--- src/sbg_defines.vh ---
// Register offsets, field positions, reset values and constants for the burst generator
`ifndef SBG_DEFINES_VH
`define SBG_DEFINES_VH

// Register indices, as printed; byte address is four times the index
`define SBG_IDX_GAP       16'h10D2
`define SBG_IDX_REQ       16'h10D3
`define SBG_IDX_ENLO      16'h10D4
`define SBG_IDX_ENHI      16'h10D5
`define SBG_IDX_RETIME    16'h10D6
`define SBG_IDX_DRVA      16'h10D7
`define SBG_IDX_DRVB      16'h10D8
`define SBG_IDX_DRVC      16'h10D9
`define SBG_IDX_SECPATH   16'h10DA
`define SBG_IDX_SYNC      16'h10DB
`define SBG_IDX_MUTE      16'h10DC
// Own status register: live burst-busy state per output
`define SBG_IDX_STATUS    16'h10DD

// Reset values
`define SBG_RST_ZERO      8'h00
`define SBG_RST_DRV       8'h01

// Field positions
`define SBG_REQ_MODE_BIT  6
`define SBG_REQ_CNT_HI    5
`define SBG_REQ_CNT_LO    0
`define SBG_REQ_MASK      8'h7F
`define SBG_ENHI_MASK     8'h0F
`define SBG_RETIME_MASK   8'h01
`define SBG_DRV_MASK      8'h3F
`define SBG_SYNC_MASK     8'h07

// Output count and widths
`define SBG_NOUT          6
`define SBG_CNT_W         6
`define SBG_GAP_W         8

// PRBS7 seed (any nonzero value)
`define SBG_PRBS_SEED     7'h7F

`endif

--- src/sbg_top.v ---
// Burst pattern and PRBS generator for channel 0 dividers, with APB register slave
//
// Overview of operation
// Eight-bit gap length in divider cycles
// Mode bit clear: one burst per edge
// Mode bit set: bursts repeat while trigger high
// Six-bit field sets pulses per burst
// PRBS enable gives pseudorandom output
// Burst enable mutes output until requested
// Software uses burst only with ratio eight+
// Programmed gap inserted between periodic bursts
`include "sbg_defines.vh"

module sbg_top (
    input  wire                   MCLK_I,         // 250 MHz clock
    input  wire                   RESET_I,        // Async reset, active high
    input  wire                   PSEL_I,         // APB select
    input  wire                   PENABLE_I,      // APB access phase
    input  wire                   PWRITE_I,       // APB direction
    input  wire [17:0]            PADDR_I,        // APB byte address
    input  wire [31:0]            PWDATA_I,       // APB write data
    output wire                   PREADY_O,       // APB ready
    output reg  [31:0]            PRDATA_O,       // APB read data
    output wire                   PSLVERR_O,      // APB error (unmapped)
    input  wire                   TRIGGER_I,      // Burst trigger level
    input  wire [`SBG_NOUT-1:0]   DIV_TICK_I,     // Divider cycle pulse per output
    output wire [`SBG_NOUT-1:0]   DIVIDER_OUT_O,  // Gated outputs, a_pos..c_neg
    output wire [`SBG_NOUT-1:0]   BURST_BUSY_O,   // Burst or gap in progress
    output wire                   RETIME_EN_O,    // Retime enable bit
    output wire [7:0]             DRIVER_A_O,     // Driver A configuration
    output wire [7:0]             DRIVER_B_O,     // Driver B configuration
    output wire [7:0]             DRIVER_C_O,     // Driver C configuration
    output wire [7:0]             SEC_PATH_O,     // Secondary clock path
    output wire [7:0]             SYNC_CTRL_O,    // Sync control
    output wire [7:0]             MUTE_MASK_O     // Auto-unmute mask
);

    // Configuration registers
    reg [7:0] gap_len_r;     // Gap length
    reg [7:0] request_r;     // Mode bit and burst count
    reg [7:0] en_low_r;      // Enables for outputs A and B
    reg [7:0] en_high_r;     // Enables for output C
    reg [7:0] retime_r;      // Retime control
    reg [7:0] drv_a_r;       // Driver A
    reg [7:0] drv_b_r;       // Driver B
    reg [7:0] drv_c_r;       // Driver C
    reg [7:0] sec_path_r;    // Secondary path
    reg [7:0] sync_r;        // Sync control
    reg [7:0] mute_r;        // Auto-unmute mask

    reg                   trig_d_r;   // Trigger delayed for edge detect
    wire                  trig_rise;  // Trigger rising edge
    wire [15:0]           reg_idx;    // Word index from byte address
    wire                  acc;        // APB write access completes
    wire                  hit;        // Address is mapped
    wire [`SBG_NOUT-1:0]  burst_en;   // Per-output burst enables
    wire [`SBG_NOUT-1:0]  prbs_en;    // Per-output PRBS enables
    reg  [31:0]           rdata_nxt;  // Next read data

    // Index decode for the read mux; the error check uses a range compare
    function [7:0] sbg_rd;
        input [15:0] idx;
        input [7:0]  g, q, l, h, t, a, b, c, s, y, m, st;
        begin
            case (idx)
                `SBG_IDX_GAP:     sbg_rd = g;
                `SBG_IDX_REQ:     sbg_rd = q;
                `SBG_IDX_ENLO:    sbg_rd = l;
                `SBG_IDX_ENHI:    sbg_rd = h;
                `SBG_IDX_RETIME:  sbg_rd = t;
                `SBG_IDX_DRVA:    sbg_rd = a;
                `SBG_IDX_DRVB:    sbg_rd = b;
                `SBG_IDX_DRVC:    sbg_rd = c;
                `SBG_IDX_SECPATH: sbg_rd = s;
                `SBG_IDX_SYNC:    sbg_rd = y;
                `SBG_IDX_MUTE:    sbg_rd = m;
                `SBG_IDX_STATUS:  sbg_rd = st;
                default:          sbg_rd = `SBG_RST_ZERO;
            endcase
        end
    endfunction

    assign reg_idx   = PADDR_I[17:2];
    assign hit       = (reg_idx >= `SBG_IDX_GAP) && (reg_idx <= `SBG_IDX_STATUS);
    // Zero-wait slave: ready whenever accessed
    assign PREADY_O  = 1'b1;
    assign PSLVERR_O = PSEL_I & PENABLE_I & ~hit;
    assign acc       = PSEL_I & PENABLE_I & PWRITE_I & hit;

    // Register writes; reserved bits masked to read zero
    always @(posedge MCLK_I or posedge RESET_I) begin
        if (RESET_I) begin
            gap_len_r  <= `SBG_RST_ZERO;
            request_r  <= `SBG_RST_ZERO;
            en_low_r   <= `SBG_RST_ZERO;
            en_high_r  <= `SBG_RST_ZERO;
            retime_r   <= `SBG_RST_ZERO;
            drv_a_r    <= `SBG_RST_DRV;
            drv_b_r    <= `SBG_RST_DRV;
            drv_c_r    <= `SBG_RST_DRV;
            sec_path_r <= `SBG_RST_ZERO;
            sync_r     <= `SBG_RST_ZERO;
            mute_r     <= `SBG_RST_ZERO;
        end else if (acc) begin
            case (reg_idx)
                `SBG_IDX_GAP:     gap_len_r  <= PWDATA_I[7:0];
                `SBG_IDX_REQ:     request_r  <= PWDATA_I[7:0] & `SBG_REQ_MASK;
                `SBG_IDX_ENLO:    en_low_r   <= PWDATA_I[7:0];
                `SBG_IDX_ENHI:    en_high_r  <= PWDATA_I[7:0] & `SBG_ENHI_MASK;
                `SBG_IDX_RETIME:  retime_r   <= PWDATA_I[7:0] & `SBG_RETIME_MASK;
                `SBG_IDX_DRVA:    drv_a_r    <= PWDATA_I[7:0] & `SBG_DRV_MASK;
                `SBG_IDX_DRVB:    drv_b_r    <= PWDATA_I[7:0] & `SBG_DRV_MASK;
                `SBG_IDX_DRVC:    drv_c_r    <= PWDATA_I[7:0] & `SBG_DRV_MASK;
                `SBG_IDX_SECPATH: sec_path_r <= PWDATA_I[7:0] & `SBG_ENHI_MASK;
                `SBG_IDX_SYNC:    sync_r     <= PWDATA_I[7:0] & `SBG_SYNC_MASK;
                `SBG_IDX_MUTE:    mute_r     <= PWDATA_I[7:0];
                default:          sync_r     <= sync_r; // Status is read-only
            endcase
        end
    end

    // Read data registered during setup so it is valid in the access phase
    always @* begin
        rdata_nxt = {24'h00_0000, sbg_rd(reg_idx, gap_len_r, request_r, en_low_r,
            en_high_r, retime_r, drv_a_r, drv_b_r, drv_c_r, sec_path_r, sync_r,
            mute_r, {2'b00, BURST_BUSY_O})};
    end

    always @(posedge MCLK_I or posedge RESET_I) begin
        if (RESET_I) begin
            PRDATA_O <= 32'h0000_0000;
        end else if (PSEL_I && !PENABLE_I) begin
            PRDATA_O <= rdata_nxt;
        end
    end

    // Trigger edge detector; trigger is synchronous to the clock
    always @(posedge MCLK_I or posedge RESET_I) begin
        if (RESET_I) begin
            trig_d_r <= 1'b0;
        end else begin
            trig_d_r <= TRIGGER_I;
        end
    end
    assign trig_rise = TRIGGER_I & ~trig_d_r;

    // Enable bits: even bit burst, odd bit PRBS, per output a_pos..c_neg
    assign burst_en = {en_high_r[2], en_high_r[0], en_low_r[6], en_low_r[4],
                       en_low_r[2], en_low_r[0]};
    assign prbs_en  = {en_high_r[3], en_high_r[1], en_low_r[7], en_low_r[5],
                       en_low_r[3], en_low_r[1]};

    // One engine per divider output; divider ratio >= 8 is software's duty
    genvar gi;
    generate
        for (gi = 0; gi < `SBG_NOUT; gi = gi + 1) begin : g_lane
            sbg_output_lane u_lane (
                .clk_i       (MCLK_I),
                .rst_i       (RESET_I),
                .tick_i      (DIV_TICK_I[gi]),
                .burst_en_i  (burst_en[gi]),
                .prbs_en_i   (prbs_en[gi]),
                .periodic_i  (request_r[`SBG_REQ_MODE_BIT]),
                .trig_i      (TRIGGER_I),
                .trig_rise_i (trig_rise),
                .count_i     (request_r[`SBG_REQ_CNT_HI:`SBG_REQ_CNT_LO]),
                .gap_i       (gap_len_r),
                .out_o       (DIVIDER_OUT_O[gi]),
                .busy_o      (BURST_BUSY_O[gi])
            );
        end
    endgenerate

    // Mapped-only configuration outputs
    assign RETIME_EN_O = retime_r[0];
    assign DRIVER_A_O  = drv_a_r;
    assign DRIVER_B_O  = drv_b_r;
    assign DRIVER_C_O  = drv_c_r;
    assign SEC_PATH_O  = sec_path_r;
    assign SYNC_CTRL_O = sync_r;
    assign MUTE_MASK_O = mute_r;

endmodule

--- src/sbg_output_lane.v ---
// One divider output lane: burst (pulse count) engine, gap timer and PRBS7 source
`include "sbg_defines.vh"

module sbg_output_lane (
    input  wire                  clk_i,         // System clock
    input  wire                  rst_i,         // Async reset, active high
    input  wire                  tick_i,        // One divider output cycle
    input  wire                  burst_en_i,    // Burst mode for this output
    input  wire                  prbs_en_i,     // PRBS mode for this output
    input  wire                  periodic_i,    // Level-triggered repeat mode
    input  wire                  trig_i,        // Trigger level
    input  wire                  trig_rise_i,   // Trigger rising edge
    input  wire [`SBG_CNT_W-1:0] count_i,       // Pulses per burst
    input  wire [`SBG_GAP_W-1:0] gap_i,         // Idle cycles between bursts
    output reg                   out_o,         // Lane output (clock gate / data)
    output wire                  busy_o         // Burst or gap in progress
);

    // One-hot engine states
    localparam ST_IDLE  = 3'b001;
    localparam ST_BURST = 3'b010;
    localparam ST_GAP   = 3'b100;

    reg [2:0]            state_r;     // Engine state
    reg [2:0]            state_nxt;   // Next engine state
    reg [`SBG_CNT_W-1:0] pulse_r;     // Pulses remaining in burst
    reg [`SBG_CNT_W-1:0] pulse_nxt;   // Next pulses remaining
    reg [`SBG_GAP_W-1:0] gap_r;       // Gap cycles remaining
    reg [`SBG_GAP_W-1:0] gap_nxt;     // Next gap remaining
    reg [6:0]            lfsr_r;      // PRBS7 shift register
    reg                  out_nxt;     // Next output value

    assign busy_o = ~state_r[0];

    // Burst/gap sequencing, advanced once per divider cycle
    always @* begin
        state_nxt = state_r;
        pulse_nxt = pulse_r;
        gap_nxt   = gap_r;
        case (state_r)
            ST_IDLE: begin
                // Single mode waits for an edge; periodic mode for a high level
                if (burst_en_i && count_i != {`SBG_CNT_W{1'b0}} &&
                    (periodic_i ? trig_i : trig_rise_i)) begin
                    state_nxt = ST_BURST;
                    pulse_nxt = count_i;
                end
            end
            ST_BURST: begin
                if (tick_i) begin
                    pulse_nxt = pulse_r - 1'b1;
                    if (pulse_r == {{(`SBG_CNT_W-1){1'b0}}, 1'b1}) begin
                        // Gap only matters when bursts repeat
                        if (periodic_i && gap_i != {`SBG_GAP_W{1'b0}}) begin
                            state_nxt = ST_GAP;
                            gap_nxt   = gap_i;
                        end else begin
                            state_nxt = ST_IDLE;
                        end
                    end
                end
            end
            ST_GAP: begin
                if (tick_i) begin
                    gap_nxt = gap_r - 1'b1;
                    if (gap_r == {{(`SBG_GAP_W-1){1'b0}}, 1'b1}) begin
                        state_nxt = ST_IDLE;
                    end
                end
            end
            default: begin
                state_nxt = ST_IDLE;
            end
        endcase
        // Clearing the enable aborts any burst in flight
        if (!burst_en_i) begin
            state_nxt = ST_IDLE;
        end
    end

    // Output select: PRBS first, then muted burst, else normal clock
    // Gate follows the next state so it opens on exactly the counted ticks
    always @* begin
        if (prbs_en_i) begin
            out_nxt = lfsr_r[6];
        end else if (burst_en_i) begin
            out_nxt = state_nxt[1];
        end else begin
            out_nxt = 1'b1;
        end
    end

    // State registers
    always @(posedge clk_i or posedge rst_i) begin
        if (rst_i) begin
            state_r <= ST_IDLE;
            pulse_r <= {`SBG_CNT_W{1'b0}};
            gap_r   <= {`SBG_GAP_W{1'b0}};
            lfsr_r  <= `SBG_PRBS_SEED;
            out_o   <= 1'b0;
        end else begin
            state_r <= state_nxt;
            pulse_r <= pulse_nxt;
            gap_r   <= gap_nxt;
            out_o   <= out_nxt;
            // PRBS7 steps at the divider output rate
            if (tick_i) begin
                lfsr_r <= {lfsr_r[5:0], lfsr_r[6] ^ lfsr_r[5]};
            end
        end
    end

endmodule

--- config.mk ---
export PLATFORM = sky130hd
export DESIGN_NAME = sbg_top
export DESIGN_NICKNAME = d
export VERILOG_FILES = /design/src/sbg_top.v /design/src/sbg_output_lane.v
export VERILOG_INCLUDE_DIRS = /design/src /design/src/src
export SDC_FILE = /design/constraint.sdc
export NUM_CORES = 1
export LEC_CHECK = 0
export ABC_AREA = 0
export BUFFER_PORTS_ARGS = -buffer_cell sky130_fd_sc_hd__buf_2
export CELL_PAD_IN_SITES_DETAIL_PLACEMENT = 0
export CELL_PAD_IN_SITES_GLOBAL_PLACEMENT = 2
export CORE_MARGIN = 4
export CORE_UTILIZATION = 37
export DETAILED_ROUTE_END_ITERATION = 10
export GPL_TIMING_DRIVEN = 1
export PLACE_DENSITY = 0.93
export SLEW_MARGIN = 20
export SYNTH_ARGS = -nofsm -noshare
export SYNTH_HDL_FRONTEND = slang
export SYNTH_SLANG_ARGS = --single-unit
--- constraint.sdc ---
create_clock -name MCLK_I -period 8.3 [get_ports MCLK_I]
set_clock_uncertainty 0.1 [all_clocks]
set_input_delay 0 -clock MCLK_I [delete_from_list [all_inputs] [get_ports MCLK_I]]
set_output_delay 0 -clock MCLK_I [all_outputs]
set_load 0.01 [all_outputs]
==> results of run 1 <==
==> cells in the final DEF, fill, tap and decap left out, drive strengths merged, types with 5 or more instances in the layout <==
master,instances
o22ai,14
or2,6
o211ai,8
conb,40
nand3,25
nor4b,5
mux2,105
or4,7
nor2b,17
nor3b,16
nand4,6
o22a,7
nor2,117
ha,24
mux2i,5
a21o,6
inv,46
a31oi,8
a211oi,12
and3,12
dlygate4sd3,22
a22oi,22
nor4,26
o31ai,5
nand2b,22
a21oi,84
clkinv,7
clkbuf,38
o21ai,123
buf,101
dfstp,51
xnor2,8
a32oi,8
or3,21
nor3,44
nand2,64
dfrtp,169
==> through the flow <==
| step | power (W) | std cells |
|---|---|---|
| floorplan | 0.00150 | 1313 |
| detailed placement | 0.00155 | 1728 |
| global route | 0.00280 | 1799 |
| finish | 0.00269 | 1800 |
| global placement | 0.00154 | 1728 |
| CTS | 0.00271 | 1798 |
==> cell families after synthesis <==
logic type / count (synthesis) / share of synthesized area [%]
fa+ha+maj: 24 / 2.45
flops: 220 / 45.5
xor+xnor: 8 / 0.572
mux: 112 / 10.6
other cells: 2 / 0.0613
compound gates: 332 / 16.4
simple gates: 404 / 17.3
buf+inv: 173 / 7.08
==> registers in the layout, indices dropped and copies added (netlist names), 6 cells and up <==
register	count
g_lane.u_lane.state_r	18
DRIVER_B_O	6
request_r	7
DRIVER_C_O	6
gap_len_r	8
PRDATA_O	8
g_lane.u_lane.lfsr_r	42
DRIVER_A_O	6
en_low_r	8
g_lane.u_lane.out_o	6
g_lane.u_lane.pulse_r	36
g_lane.u_lane.gap_r	48
MUTE_MASK_O	8
==> power by group through the flow <==
stage | combinational [W] | clock [W] | sequential [W]
detailed placement | 0.000217 | 0 | 0.00134
global route | 0.000248 | 0.00121 | 0.00133
CTS | 0.000226 | 0.00117 | 0.00132
global placement | 0.000210 | 0 | 0.00133
finish | 0.000223 | 0.00115 | 0.00132
floorplan | 0.000189 | 0 | 0.00131
==> worst reg2reg max path: stages, from the launching register on <==
cell and delay [ps]:
sky130_fd_sc_hd__dfrtp_1 640, sky130_fd_sc_hd__or4_1 650, sky130_fd_sc_hd__o21a_1 460, sky130_fd_sc_hd__o221ai_1 540, sky130_fd_sc_hd__buf_2 300, sky130_fd_sc_hd__mux2_2 180, sky130_fd_sc_hd__o211a_1 120
==> final timing paths <==
path,start,cells past startpoint,to
setup / recovery,gap_len_r[4],6,g_lane[5].u_lane.gap_r[0]
hold / removal,RESET_I,3,g_lane[2].u_lane.gap_r[1]
setup reg to reg,gap_len_r[4],6,g_lane[5].u_lane.gap_r[0]
hold reg to reg,g_lane[2].u_lane.lfsr_r[0],2,g_lane[2].u_lane.lfsr_r[0]
max in group asynchronous,RESET_I,4,DRIVER_B_O[5]
min in group MCLK_I,TRIGGER_I,2,trig_d_r
==> repair_timing <==
item                      in CTS  in global routing
hold endpoints to repair     227                  0
hold buffers                  22                  0
setup buffers                  0                  0
gates resized for setup        0                  0
==> area by class of cell <==
cell class	count	area share (%)
Clock buffer	38	5.37
Tap cell	442	3.98
Sequential cell	220	40.1
Clock inverter	10	0.820
Multi-Input combinational cell	920	43.0
Inverter	46	1.30
Antenna cell	1	0.0180
Timing Repair Buffer	123	5.41
==> layer usage <==
layer  global-route usage [%]  share of wire (%)  wire (um)  up-vias
met5                        0                  0          0        -
li1                         -                  -          -     4639
met2                     28.3                 46      15600      287
met4                     5.20                2.0        669        0
met3                     2.73                5.8       1940       38
met1                     26.3                 46      15300     4864
==> run_summary.xml, run 1 <==
<?xml version="1.0" encoding="UTF-8"?>
<metrics>
  <group name="status">
    <metric name="outcome" unit="">finished clean</metric>
  </group>
  <group name="cts">
    <metric name="htree_levels" unit="">1</metric>
    <metric name="cts_buffers" unit="">26</metric>
    <metric name="max-clock-path-buffers" unit="">3</metric>
    <metric name="clk-insertion-delay-late" unit="ps">550</metric>
    <metric name="clkTransAtPathRegs" unit="ps">60</metric>
    <metric name="clock_sink_count" unit="">220</metric>
    <metric name="clock_tree_root_driver_cell" unit="">sky130_fd_sc_hd__clkbuf_16</metric>
    <metric name="cts_tree" unit="">done</metric>
  </group>
  <group name="finish">
    <metric name="area_growth" unit="%">13.4</metric>
    <metric name="final_nets" unit="">1423</metric>
    <metric name="multi_input_comb_area" unit="um2">5960</metric>
    <metric name="layout.core_utilization" unit="%">42.6</metric>
    <metric name="post_route_cells_drive_above_1_share" unit="%">23.5</metric>
    <metric name="n_fill_cell" unit="">3138</metric>
    <metric name="finish.instance_area" unit="um2">13900</metric>
    <metric name="ff_latch_area" unit="um2">5570</metric>
  </group>
  <group name="synthesis">
    <metric name="ys.flop_type" unit="">sky130_fd_sc_hd__dfrtp_1</metric>
    <metric name="syn_avg_cell_area" unit="um2">9.60</metric>
    <metric name="synth.largest_area_cell" unit="">sky130_fd_sc_hd__dfrtp_1</metric>
    <metric name="yosysWarningCount" unit="">0</metric>
    <metric name="yosysTopAreaCellShare" unit="%">34.5</metric>
    <metric name="synth_common_cells" unit="">169 x sky130_fd_sc_hd__dfrtp_1, 122 x sky130_fd_sc_hd__o21ai_0, 117 x sky130_fd_sc_hd__nor2_1, 99 x sky130_fd_sc_hd__mux2_2, 84 x sky130_fd_sc_hd__a21oi_1</metric>
    <metric name="post_synth_instance_area" unit="um2">12200</metric>
    <metric name="post_synth_num_cell_types" unit="">71</metric>
    <metric name="synth_edf_count" unit="">0</metric>
    <metric name="post-synth-top-count-cell" unit="">sky130_fd_sc_hd__dfrtp_1</metric>
    <metric name="synth.ff_latch_count" unit="">220</metric>
    <metric name="synth.yosys.seq_area_share" unit="%">45.5</metric>
    <metric name="synth_top_cells_by_area" unit="">sky130_fd_sc_hd__dfrtp_1 35%, sky130_fd_sc_hd__dfstp_2 11%, sky130_fd_sc_hd__mux2_2 9.1%</metric>
    <metric name="postSynth.asyncResetShare" unit="%">100</metric>
    <metric name="netlist_instances" unit="">1275</metric>
  </group>
  <group name="sta">
    <metric name="timing.fmax" unit="MHz">324</metric>
    <metric name="tightest_slew" unit="ps">1050</metric>
    <metric name="hold_ws" unit="ps">18.2</metric>
    <metric name="worst_slew_margin_rel" unit="%">30.2</metric>
    <metric name="fin_crit" unit="ps">3090</metric>
    <metric name="setup-violations-final" unit="">0</metric>
    <metric name="drv_slew" unit="">0</metric>
    <metric name="rsz_0062_raised_after_global_routing" unit="">false</metric>
    <metric name="timing.final.crit_share" unit="%">37.2</metric>
    <metric name="finalHoldViolations" unit="">0</metric>
    <metric name="worst_slack" unit="ps">5210</metric>
    <metric name="totalNegativeSetupSlack" unit="ps">0</metric>
  </group>
  <group name="setup_path">
    <metric name="timing.critical_path.from_type" unit="">register</metric>
    <metric name="ff2ff_setup_slack" unit="ps">5210</metric>
    <metric name="timing.critical_path.max_delay_family" unit="">compound AO/OA/AOI/OAI gates</metric>
    <metric name="required" unit="ps">8650</metric>
    <metric name="critPathSlowestCell" unit="">sky130_fd_sc_hd__or4_1</metric>
    <metric name="critical_path_buf_inv_count" unit="">1</metric>
    <metric name="crit_path_max_fanout" unit="">10</metric>
    <metric name="max_stage_delay" unit="ps">650</metric>
    <metric name="timing.critical_path.arrival" unit="ps">3440</metric>
    <metric name="end_kind" unit="">register</metric>
    <metric name="kind_of_critical_path" unit="">reg2reg</metric>
    <metric name="worstPathCellList" unit="">or4_1, o21a_1, o221ai_1, buf_2, mux2_2, o211a_1</metric>
  </group>
  <group name="power_and_ir_drop">
    <metric name="power.share.sequential" unit="%">49.0</metric>
    <metric name="power_frac_comb" unit="%">8.3</metric>
    <metric name="power_density" unit="nW/um2">194</metric>
    <metric name="power.net_switching" unit="W">0.000630</metric>
    <metric name="intPower" unit="W">0.00206</metric>
    <metric name="clock_network_fraction_of_design_power" unit="%">42.7</metric>
    <metric name="netSwitchingFraction" unit="%">23.5</metric>
    <metric name="vdd_ir_drop_max" unit="mV">0.118</metric>
    <metric name="power_leakage" unit="nW">6.04</metric>
  </group>
  <group name="placement">
    <metric name="place.port_buffers" unit="">90</metric>
    <metric name="dp_slack" unit="ps">4890</metric>
    <metric name="dp_hpwl" unit="mm">22.7</metric>
    <metric name="routabilityCongestion" unit="">0.839</metric>
    <metric name="placedInstanceArea" unit="um2">12800</metric>
  </group>
  <group name="grt">
    <metric name="initial_antenna_violation_count" unit="">0</metric>
    <metric name="pin_count_of_the_biggest_net_entering_global_routing" unit="">112</metric>
    <metric name="grt_pass1_vias" unit="">9396</metric>
    <metric name="globalRoute.totalOverflow" unit="">0</metric>
    <metric name="grt_first_pass_wirelength" unit="mm">52.8</metric>
    <metric name="global_route.usage.total" unit="%">18.1</metric>
  </group>
  <group name="detailed_routing">
    <metric name="post-route-drc-count" unit="">0</metric>
    <metric name="route.detailed.wl_per_inst" unit="um">18.6</metric>
    <metric name="detail-route-antenna-nets" unit="">0</metric>
    <metric name="routed-via-count" unit="">9828</metric>
    <metric name="detailedRoute.firstIterationViolations" unit="">760</metric>
    <metric name="finalWirelength" unit="mm">33.5</metric>
    <metric name="post_drt_via_cell_ratio" unit="">5.46</metric>
    <metric name="first_pass_iters" unit="">5</metric>
  </group>
  <group name="run">
    <metric name="max_cap_violations" unit="">0</metric>
  </group>
  <group name="die">
    <metric name="die_area" unit="um2">36100</metric>
    <metric name="die_width" unit="um">190</metric>
    <metric name="die_y" unit="um">190</metric>
    <metric name="core" unit="um2">32600</metric>
    <metric name="core.rowCount" unit="">66</metric>
    <metric name="pin_count" unit="">157</metric>
    <metric name="initial_utilization" unit="%">37.5</metric>
  </group>
  <group name="min_path">
    <metric name="min_path_type" unit="">in2async</metric>
  </group>
</metrics>
Note: power is estimated with default switching activity, not from simulation.
==> inputs of run 2 (changes only) <==
Settings changed: ABC_AREA 0 to 1, CORE_UTILIZATION 37 to 33, PLACE_DENSITY 0.93 to 0.92.
Clock period 8.3 ns to 3.1 ns, I/O delays scaled along.
==> run 2 against run 1 <==
Net effect:
- critical path depth rose by 7
- clock-buffer cell count rose by 3
- hold slack improved by 50 ps
- routed wire length rose by 8.1%
- register-to-register slack got worse by 4600 ps
- via count rose by 16%
- critical path type is now in2reg
- critical endpoint is now retime_r[0]
- highest routed layer unchanged
==> run_summary.xml, run 2 <==
<?xml version="1.0" encoding="UTF-8"?>
<metrics>
  <group name="sta">
    <metric name="tightest_slew" unit="ps">934</metric>
    <metric name="worst_slew_margin_rel" unit="%">37.6</metric>
    <metric name="fin_crit" unit="ps">2940</metric>
    <metric name="rsz_0062_raised_after_global_routing" unit="">false</metric>
    <metric name="setup-violations-final" unit="">0</metric>
    <metric name="drv_slew" unit="">0</metric>
    <metric name="timing.final.crit_share" unit="%">94.7</metric>
    <metric name="finalHoldViolations" unit="">0</metric>
    <metric name="totalNegativeSetupSlack" unit="ps">0</metric>
    <metric name="hold_ws" unit="ps">68.6</metric>
    <metric name="timing.fmax" unit="MHz">341</metric>
  </group>
  <group name="synthesis">
    <metric name="post-synth-top-count-cell" unit="">sky130_fd_sc_hd__nand2_1</metric>
    <metric name="synth.largest_area_cell" unit="">sky130_fd_sc_hd__dfrtp_1</metric>
    <metric name="synth.ff_latch_count" unit="">220</metric>
    <metric name="synth_top_cells_by_area" unit="">sky130_fd_sc_hd__dfrtp_1 34%, sky130_fd_sc_hd__nand2_1 15%, sky130_fd_sc_hd__dfstp_2 11%</metric>
    <metric name="postSynth.asyncResetShare" unit="%">100</metric>
    <metric name="syn_avg_cell_area" unit="um2">7.26</metric>
    <metric name="synth_common_cells" unit="">484 x sky130_fd_sc_hd__nand2_1, 242 x sky130_fd_sc_hd__o21ai_0, 185 x sky130_fd_sc_hd__inv_1, 169 x sky130_fd_sc_hd__dfrtp_1, 150 x sky130_fd_sc_hd__nand3_1</metric>
    <metric name="yosysTopAreaCellShare" unit="%">33.9</metric>
    <metric name="post_synth_num_cell_types" unit="">37</metric>
    <metric name="yosysWarningCount" unit="">0</metric>
    <metric name="ys.flop_type" unit="">sky130_fd_sc_hd__dfrtp_1</metric>
    <metric name="netlist_instances" unit="">1722</metric>
    <metric name="post_synth_instance_area" unit="um2">12500</metric>
    <metric name="synth_edf_count" unit="">0</metric>
    <metric name="synth.yosys.seq_area_share" unit="%">44.6</metric>
  </group>
  <group name="placement">
    <metric name="routabilityCongestion" unit="">0.842</metric>
    <metric name="placedInstanceArea" unit="um2">13400</metric>
    <metric name="dp_hpwl" unit="mm">25.4</metric>
    <metric name="place.port_buffers" unit="">90</metric>
  </group>
  <group name="setup_path">
    <metric name="max_stage_delay" unit="ps">560</metric>
    <metric name="critical_path.most_common_cell" unit="">sky130_fd_sc_hd__dlygate4sd3_1</metric>
    <metric name="critical_path_buf_inv_count" unit="">6</metric>
    <metric name="worst_r2r_path_depth" unit="">10</metric>
    <metric name="end_kind" unit="">register</metric>
    <metric name="r2r-start" unit="">gap_len_r[2]</metric>
    <metric name="crit_path_max_fanout" unit="">3</metric>
    <metric name="worstPathCellList" unit="">dlygate4sd3_1, buf_2, nor2_1, dlygate4sd3_1, nand2_1, dlygate4sd3_1, nor2_2, nand2_1, nor2_1, nand4_1, o21ai_0, dlygate4sd3_1, inv_1</metric>
    <metric name="timing.critical_path.max_delay_family" unit="">buffers and inverters</metric>
    <metric name="ff2ff_setup_slack" unit="ps">620</metric>
    <metric name="timing.critical_path.arrival" unit="ps">3280</metric>
    <metric name="critPathSlowestCell" unit="">sky130_fd_sc_hd__dlygate4sd3_1</metric>
    <metric name="kind_of_critical_path" unit="">in2reg</metric>
    <metric name="timing.critical_path.from_type" unit="">primary input</metric>
    <metric name="cp.depth" unit="">13</metric>
    <metric name="required" unit="ps">3450</metric>
    <metric name="critical_path.reg2reg.endpoint" unit="">g_lane[3].u_lane.gap_r[0]</metric>
  </group>
  <group name="die">
    <metric name="core" unit="um2">37500</metric>
    <metric name="core.rowCount" unit="">71</metric>
    <metric name="die_width" unit="um">203</metric>
    <metric name="initial_utilization" unit="%">33.3</metric>
    <metric name="pin_count" unit="">157</metric>
    <metric name="die_area" unit="um2">41000</metric>
    <metric name="die_y" unit="um">203</metric>
  </group>
  <group name="cts">
    <metric name="max-clock-path-buffers" unit="">3</metric>
    <metric name="htree_levels" unit="">1</metric>
    <metric name="clock_tree_root_driver_cell" unit="">sky130_fd_sc_hd__clkbuf_16</metric>
    <metric name="clk-insertion-delay-late" unit="ps">550</metric>
    <metric name="cts_buffers" unit="">27</metric>
    <metric name="clkTransAtPathRegs" unit="ps">60</metric>
    <metric name="clock_sink_count" unit="">220</metric>
    <metric name="cts_tree" unit="">done</metric>
  </group>
  <group name="finish">
    <metric name="layout.cells.most_common" unit="">sky130_fd_sc_hd__nand2_1</metric>
    <metric name="top_register" unit="">g_lane.u_lane.gap_r</metric>
    <metric name="insertedDiodeCount" unit="">0</metric>
    <metric name="max_ffs_per_register" unit="">48</metric>
    <metric name="layout_common_cells" unit="">484 x sky130_fd_sc_hd__nand2_1, 241 x sky130_fd_sc_hd__o21ai_0, 184 x sky130_fd_sc_hd__inv_1, 169 x sky130_fd_sc_hd__dfrtp_1, 150 x sky130_fd_sc_hd__nand3_1</metric>
    <metric name="post_route_cells_drive_above_1_share" unit="%">12.3</metric>
    <metric name="layout_top_registers" unit="">g_lane.u_lane.gap_r x48, g_lane.u_lane.lfsr_r x42, g_lane.u_lane.pulse_r x36</metric>
    <metric name="area_growth" unit="%">16.5</metric>
    <metric name="final_nets" unit="">1912</metric>
    <metric name="finish.instance_area" unit="um2">14600</metric>
  </group>
  <group name="detailed_routing">
    <metric name="routed.top_layer" unit="">met4</metric>
    <metric name="detail-route-antenna-nets" unit="">0</metric>
    <metric name="detailedRoute.firstIterationViolations" unit="">672</metric>
    <metric name="route.detailed.wl_per_inst" unit="um">15.3</metric>
    <metric name="dr_wl_met2" unit="mm">16.6</metric>
    <metric name="post_drt_via_cell_ratio" unit="">4.84</metric>
    <metric name="first_pass_iters" unit="">5</metric>
    <metric name="post-route-drc-count" unit="">0</metric>
    <metric name="routed-via-count" unit="">11400</metric>
    <metric name="m1WireLength" unit="mm">16.8</metric>
    <metric name="routed-wl-met3" unit="mm">1.69</metric>
    <metric name="finalWirelength" unit="mm">36.1</metric>
  </group>
  <group name="power_and_ir_drop">
    <metric name="vdd_ir_drop_max" unit="mV">0.420</metric>
    <metric name="power_leakage" unit="nW">6.87</metric>
    <metric name="power_density" unit="nW/um2">473</metric>
  </group>
  <group name="grt">
    <metric name="global_route.usage.total" unit="%">17.1</metric>
    <metric name="globalRoute.totalOverflow" unit="">0</metric>
    <metric name="grt_pass1_vias" unit="">10600</metric>
    <metric name="initial_antenna_violation_count" unit="">1</metric>
    <metric name="pin_count_of_the_biggest_net_entering_global_routing" unit="">59</metric>
    <metric name="grt_first_pass_wirelength" unit="mm">57.6</metric>
  </group>
  <group name="run">
    <metric name="max_cap_violations" unit="">0</metric>
  </group>
  <group name="min_path">
    <metric name="hold_path_start" unit="">TRIGGER_I</metric>
    <metric name="worst_hold_path.endpoint" unit="">trig_d_r</metric>
    <metric name="min_path_cells" unit="">2</metric>
    <metric name="min_path_type" unit="">in2reg</metric>
  </group>
  <group name="status">
    <metric name="outcome" unit="">finished clean</metric>
  </group>
</metrics>
-- run 2: changes by cell type after synthesis, moves of 21 or more --
cell                       change
sky130_fd_sc_hd__nand4_1      +35
sky130_fd_sc_hd__inv_1       +139
sky130_fd_sc_hd__a22oi_1      -21
sky130_fd_sc_hd__nor4_1       -22
sky130_fd_sc_hd__a21oi_1      -47
sky130_fd_sc_hd__nand2_1     +420
sky130_fd_sc_hd__nand2b_1     -22
sky130_fd_sc_hd__nand3_1     +125
sky130_fd_sc_hd__mux2_2       -99
sky130_fd_sc_hd__or3_1        -21
sky130_fd_sc_hd__o21ai_0     +120
-- run 2: what timing repair did --
action                                  4_1_cts  5_1_grt
hold buffers                                 26        0
buffers inserted                              0        1
endpoints found under the setup margin        0       38
resized for setup                             0        0
endpoints found under the hold margin       165        0
-- run 2: kinds of logic (layout without fill, tap and decap cells) --
family	count (synthesis)	count (layout)	synth area share (%)
xor gates and xnor gates	8	8	0.561
DFF	220	220	44.6
adders and majority gates	24	24	2.40
and+or+nand+nor	854	854	28.7
buffers and inverters	304	391	10.7
other	2	40	0.0601
AOI/OAI and AO/OA	310	310	13.0
-- run 2: metrics by stage --
stage / std cells / total power (W) / setup WS, ps / utilization (%)
after global placement: 2281 / 0.00385 / 672 / 35.8
after detailed placement: 2281 / 0.00387 / 640 / 35.8
after CTS: 2357 / 0.00701 / 97.3 / 38.8
after floorplan: 1760 / 0.00375 / 174 / -
after global routing: 2358 / 0.00724 / 28.8 / 38.8
final: 2358 / 0.00689 / 164 / 38.8
-- run 2: layout make-up --
| class | count | area [um2] |
|---|---|---|
| clock buffer | 41 | 778 |
| inverter | 191 | 721 |
| fill | 3946 | 22900 |
| multi-input combinational | 1236 | 5740 |
| clock inverter | 9 | 76.3 |
| sequential | 220 | 5570 |
| tap | 511 | 639 |
| timing repair buffer | 150 | 1030 |
-- run 2: report_power, final --
| group | switching (W) | total, W | leakage (nW) | internal (W) |
|---|---|---|---|---|
| Sequential | 0.000132 | 0.00336 | 2.65 | 0.00323 |
| Clock | 0.00124 | 0.00305 | 0.422 | 0.00181 |
| Combinational | 0.000302 | 0.000484 | 3.80 | 0.000182 |
| Total | 0.00168 | 0.00689 | 6.87 | 0.00521 |
-- run 2: worst max path at each step --
stage	from	endpoint	slack (ps)
2_1_floorplan	RESET_I	DRIVER_A_O[1]	170
3_3_place_gp	gap_len_r[2]	g_lane[1].u_lane.gap_r[7]	670
3_5_place_dp	gap_len_r[2]	g_lane[3].u_lane.gap_r[4]	640
4_1_cts	PADDR_I[11]	en_low_r[7]	100
5_1_grt	PADDR_I[11]	retime_r[0]	30
6_report	PADDR_I[11]	retime_r[0]	160
-- run 2: metal layers --
layer  GRT usage [%]  vias up
met5               0        -
li1                -     5717
met3            2.52       57
met2            27.7      260
met1            24.1     5379
met4            4.97        0
-- run 2: worst reg2reg max path, cell delays in order (launching register included) --
cell	delay, ps
sky130_fd_sc_hd__dfrtp_1	520
sky130_fd_sc_hd__nor2_1	150
sky130_fd_sc_hd__nand2_1	60
sky130_fd_sc_hd__o21ai_0	360
sky130_fd_sc_hd__buf_4	240
sky130_fd_sc_hd__inv_1	220
sky130_fd_sc_hd__o21ai_1	200
sky130_fd_sc_hd__buf_4	180
sky130_fd_sc_hd__inv_1	150
sky130_fd_sc_hd__nand2_1	90
sky130_fd_sc_hd__o21ai_0	80
==> inputs of run 3 (changes only) <==
Settings changed: ABC_AREA 1 to 0, CORE_UTILIZATION 33 to 40, PLACE_DENSITY 0.92 to 0.95, REMOVE_ABC_BUFFERS set to 1.
Clock period 3.1 ns to 3.4 ns, I/O delays scaled along.
==> run 3 against run 2 <==
Net effect:
- largest power group unchanged
- sequential share of layout area increased by 1.4 points
- critical endpoint is now g_lane[0].u_lane.pulse_r[4]
- highest routed layer unchanged
- clock-buffer cell count decreased by 8
- routed wire length decreased by 7.1%
- non-clock buffer count increased by 3
- combinational power increased by 14%
- critical path depth decreased by 6
- global-route usage increased by 2.5 points
- register-to-register slack improved by 80 ps
- hold slack got worse by 31 ps
- clock power decreased by 7.5%
==> run_summary.xml, run 3 (synthesized netlist as in run 1, its figures left out) <==
<?xml version="1.0" encoding="UTF-8"?>
<metrics>
  <group name="sta">
    <metric name="drv_slew" unit="">0</metric>
    <metric name="timing.final.crit_share" unit="%">79.3</metric>
    <metric name="worst_slack" unit="ps">704</metric>
    <metric name="timing.fmax" unit="MHz">371</metric>
    <metric name="finalHoldViolations" unit="">0</metric>
    <metric name="setup-violations-final" unit="">0</metric>
    <metric name="totalNegativeSetupSlack" unit="ps">0</metric>
    <metric name="worst_slew_margin_rel" unit="%">27.5</metric>
    <metric name="hold_ws" unit="ps">37.6</metric>
    <metric name="tightest_slew" unit="ps">1070</metric>
    <metric name="rsz_0062_raised_after_global_routing" unit="">false</metric>
    <metric name="fin_crit" unit="ps">2700</metric>
  </group>
  <group name="setup_path">
    <metric name="kind_of_critical_path" unit="">reg2reg</metric>
    <metric name="crit_path_max_fanout" unit="">7</metric>
    <metric name="timing.critical_path.arrival" unit="ps">3080</metric>
    <metric name="ff2ff_setup_slack" unit="ps">700</metric>
    <metric name="worst_r2r_path_depth" unit="">7</metric>
    <metric name="end_kind" unit="">register</metric>
    <metric name="timing.critical_path.from_type" unit="">register</metric>
    <metric name="required" unit="ps">3780</metric>
  </group>
  <group name="power_and_ir_drop">
    <metric name="power_density" unit="nW/um2">469</metric>
    <metric name="vdd_ir_drop_max" unit="mV">0.354</metric>
    <metric name="power_leakage" unit="nW">6.20</metric>
  </group>
  <group name="finish">
    <metric name="area_growth" unit="%">14.7</metric>
    <metric name="post_route_cells_drive_above_1_share" unit="%">25.2</metric>
    <metric name="layout.cells.most_common" unit="">sky130_fd_sc_hd__dfrtp_1</metric>
    <metric name="layout_common_cells" unit="">169 x sky130_fd_sc_hd__dfrtp_1, 122 x sky130_fd_sc_hd__o21ai_0, 117 x sky130_fd_sc_hd__nor2_1, 99 x sky130_fd_sc_hd__mux2_2, 90 x sky130_fd_sc_hd__buf_2</metric>
    <metric name="insertedDiodeCount" unit="">0</metric>
    <metric name="finish.instance_area" unit="um2">14000</metric>
    <metric name="max_ffs_per_register" unit="">48</metric>
    <metric name="final_nets" unit="">1454</metric>
    <metric name="layout_top_registers" unit="">g_lane.u_lane.gap_r x48, g_lane.u_lane.lfsr_r x42, g_lane.u_lane.pulse_r x36</metric>
    <metric name="layout.core_utilization" unit="%">46.9</metric>
    <metric name="top_register" unit="">g_lane.u_lane.gap_r</metric>
  </group>
  <group name="die">
    <metric name="die_area" unit="um2">33500</metric>
    <metric name="die_width" unit="um">183</metric>
    <metric name="die_y" unit="um">183</metric>
    <metric name="core.rowCount" unit="">63</metric>
    <metric name="pin_count" unit="">157</metric>
    <metric name="core" unit="um2">30000</metric>
    <metric name="initial_utilization" unit="%">40.9</metric>
  </group>
  <group name="cts">
    <metric name="clk-insertion-delay-late" unit="ps">560</metric>
    <metric name="cts_buffers" unit="">27</metric>
    <metric name="clkTransAtPathRegs" unit="ps">60</metric>
    <metric name="clock_sink_count" unit="">220</metric>
    <metric name="htree_levels" unit="">1</metric>
    <metric name="clock_tree_root_driver_cell" unit="">sky130_fd_sc_hd__clkbuf_16</metric>
    <metric name="cts_tree" unit="">done</metric>
    <metric name="cts_resized" unit="">0</metric>
    <metric name="max-clock-path-buffers" unit="">3</metric>
  </group>
  <group name="detailed_routing">
    <metric name="route.detailed.wl_per_inst" unit="um">18.9</metric>
    <metric name="detail-route-antenna-nets" unit="">0</metric>
    <metric name="post_drt_via_cell_ratio" unit="">5.56</metric>
    <metric name="post-route-drc-count" unit="">0</metric>
    <metric name="routed-via-count" unit="">9897</metric>
    <metric name="finalWirelength" unit="mm">33.6</metric>
    <metric name="detailedRoute.firstIterationViolations" unit="">806</metric>
    <metric name="first_pass_iters" unit="">5</metric>
  </group>
  <group name="grt">
    <metric name="global_route.usage.total" unit="%">19.7</metric>
    <metric name="grt_pass1_vias" unit="">9357</metric>
    <metric name="grt_first_pass_wirelength" unit="mm">52.9</metric>
    <metric name="initial_antenna_violation_count" unit="">0</metric>
    <metric name="globalRoute.totalOverflow" unit="">0</metric>
    <metric name="pin_count_of_the_biggest_net_entering_global_routing" unit="">111</metric>
  </group>
  <group name="status">
    <metric name="outcome" unit="">finished clean</metric>
  </group>
  <group name="placement">
    <metric name="dp_hpwl" unit="mm">22.7</metric>
    <metric name="place.port_buffers" unit="">90</metric>
    <metric name="routabilityCongestion" unit="">0.849</metric>
    <metric name="dp_slack" unit="ps">765</metric>
    <metric name="placedInstanceArea" unit="um2">13000</metric>
  </group>
  <group name="min_path">
    <metric name="min_path_type" unit="">in2async</metric>
  </group>
  <group name="run">
    <metric name="max_cap_violations" unit="">0</metric>
  </group>
</metrics>
## run 3: worst max-delay path, stage by stage, from the launching register on
cell and delay, ps:
sky130_fd_sc_hd__dfrtp_1 420, sky130_fd_sc_hd__nand2b_1 150, sky130_fd_sc_hd__o211ai_1 260, sky130_fd_sc_hd__buf_4 280
sky130_fd_sc_hd__o41ai_1 930, sky130_fd_sc_hd__buf_4 290, sky130_fd_sc_hd__a21oi_1 70, sky130_fd_sc_hd__a21oi_1 110
## run 3: cell type report
| class | instances | area [um2] |
|---|---|---|
| fillers | 2852 | 15900 |
| multi-input cells | 920 | 5950 |
| flip-flops and latches | 220 | 5570 |
| repair buffers | 153 | 988 |
| clock buffers | 33 | 698 |
| well taps | 390 | 488 |
| inverters | 46 | 180 |
| clock inverters | 17 | 168 |
## run 3: final timing paths
kind / from / to
min in group MCLK_I: PENABLE_I / PRDATA_O[4]
max: request_r[6] / g_lane[0].u_lane.pulse_r[4]
max in group asynchronous: RESET_I / g_lane[2].u_lane.lfsr_r[4]
max reg2reg: request_r[6] / g_lane[0].u_lane.pulse_r[4]
min reg2reg: g_lane[4].u_lane.lfsr_r[0] / g_lane[4].u_lane.lfsr_r[0]
min: RESET_I / g_lane[3].u_lane.gap_r[3]
## run 3: metal layers
metal / track usage (%) / up-vias / part of all wire (%)
li1: - / 4712 / -
met1: 28.3 / 4822 / 46
met2: 31.2 / 314 / 46
met3: 3.59 / 49 / 6.2
met4: 4.47 / 0 / 2.3
met5: 0 / - / 0
## run 3: power by group
group	total, W	internal, W	switching, W
Clock	0.00282	0.00163	0.00119
Combinational	0.000552	0.000288	0.000264
Sequential	0.00322	0.00306	0.000156
## run 3: through the flow
stage / total power (W) / cells
floorplan: 0.00361 / 1186
global placement: 0.00376 / 1708
detailed placement: 0.00381 / 1708
CTS: 0.00667 / 1779
global route: 0.00687 / 1779
finish: 0.00659 / 1779
## run 3: timing repair
item | in CTS | in global routing
setup endpoints to repair | 0 | 0
buffers inserted | 0 | 0
hold buffers | 21 | 0
hold endpoints to repair | 243 | 0
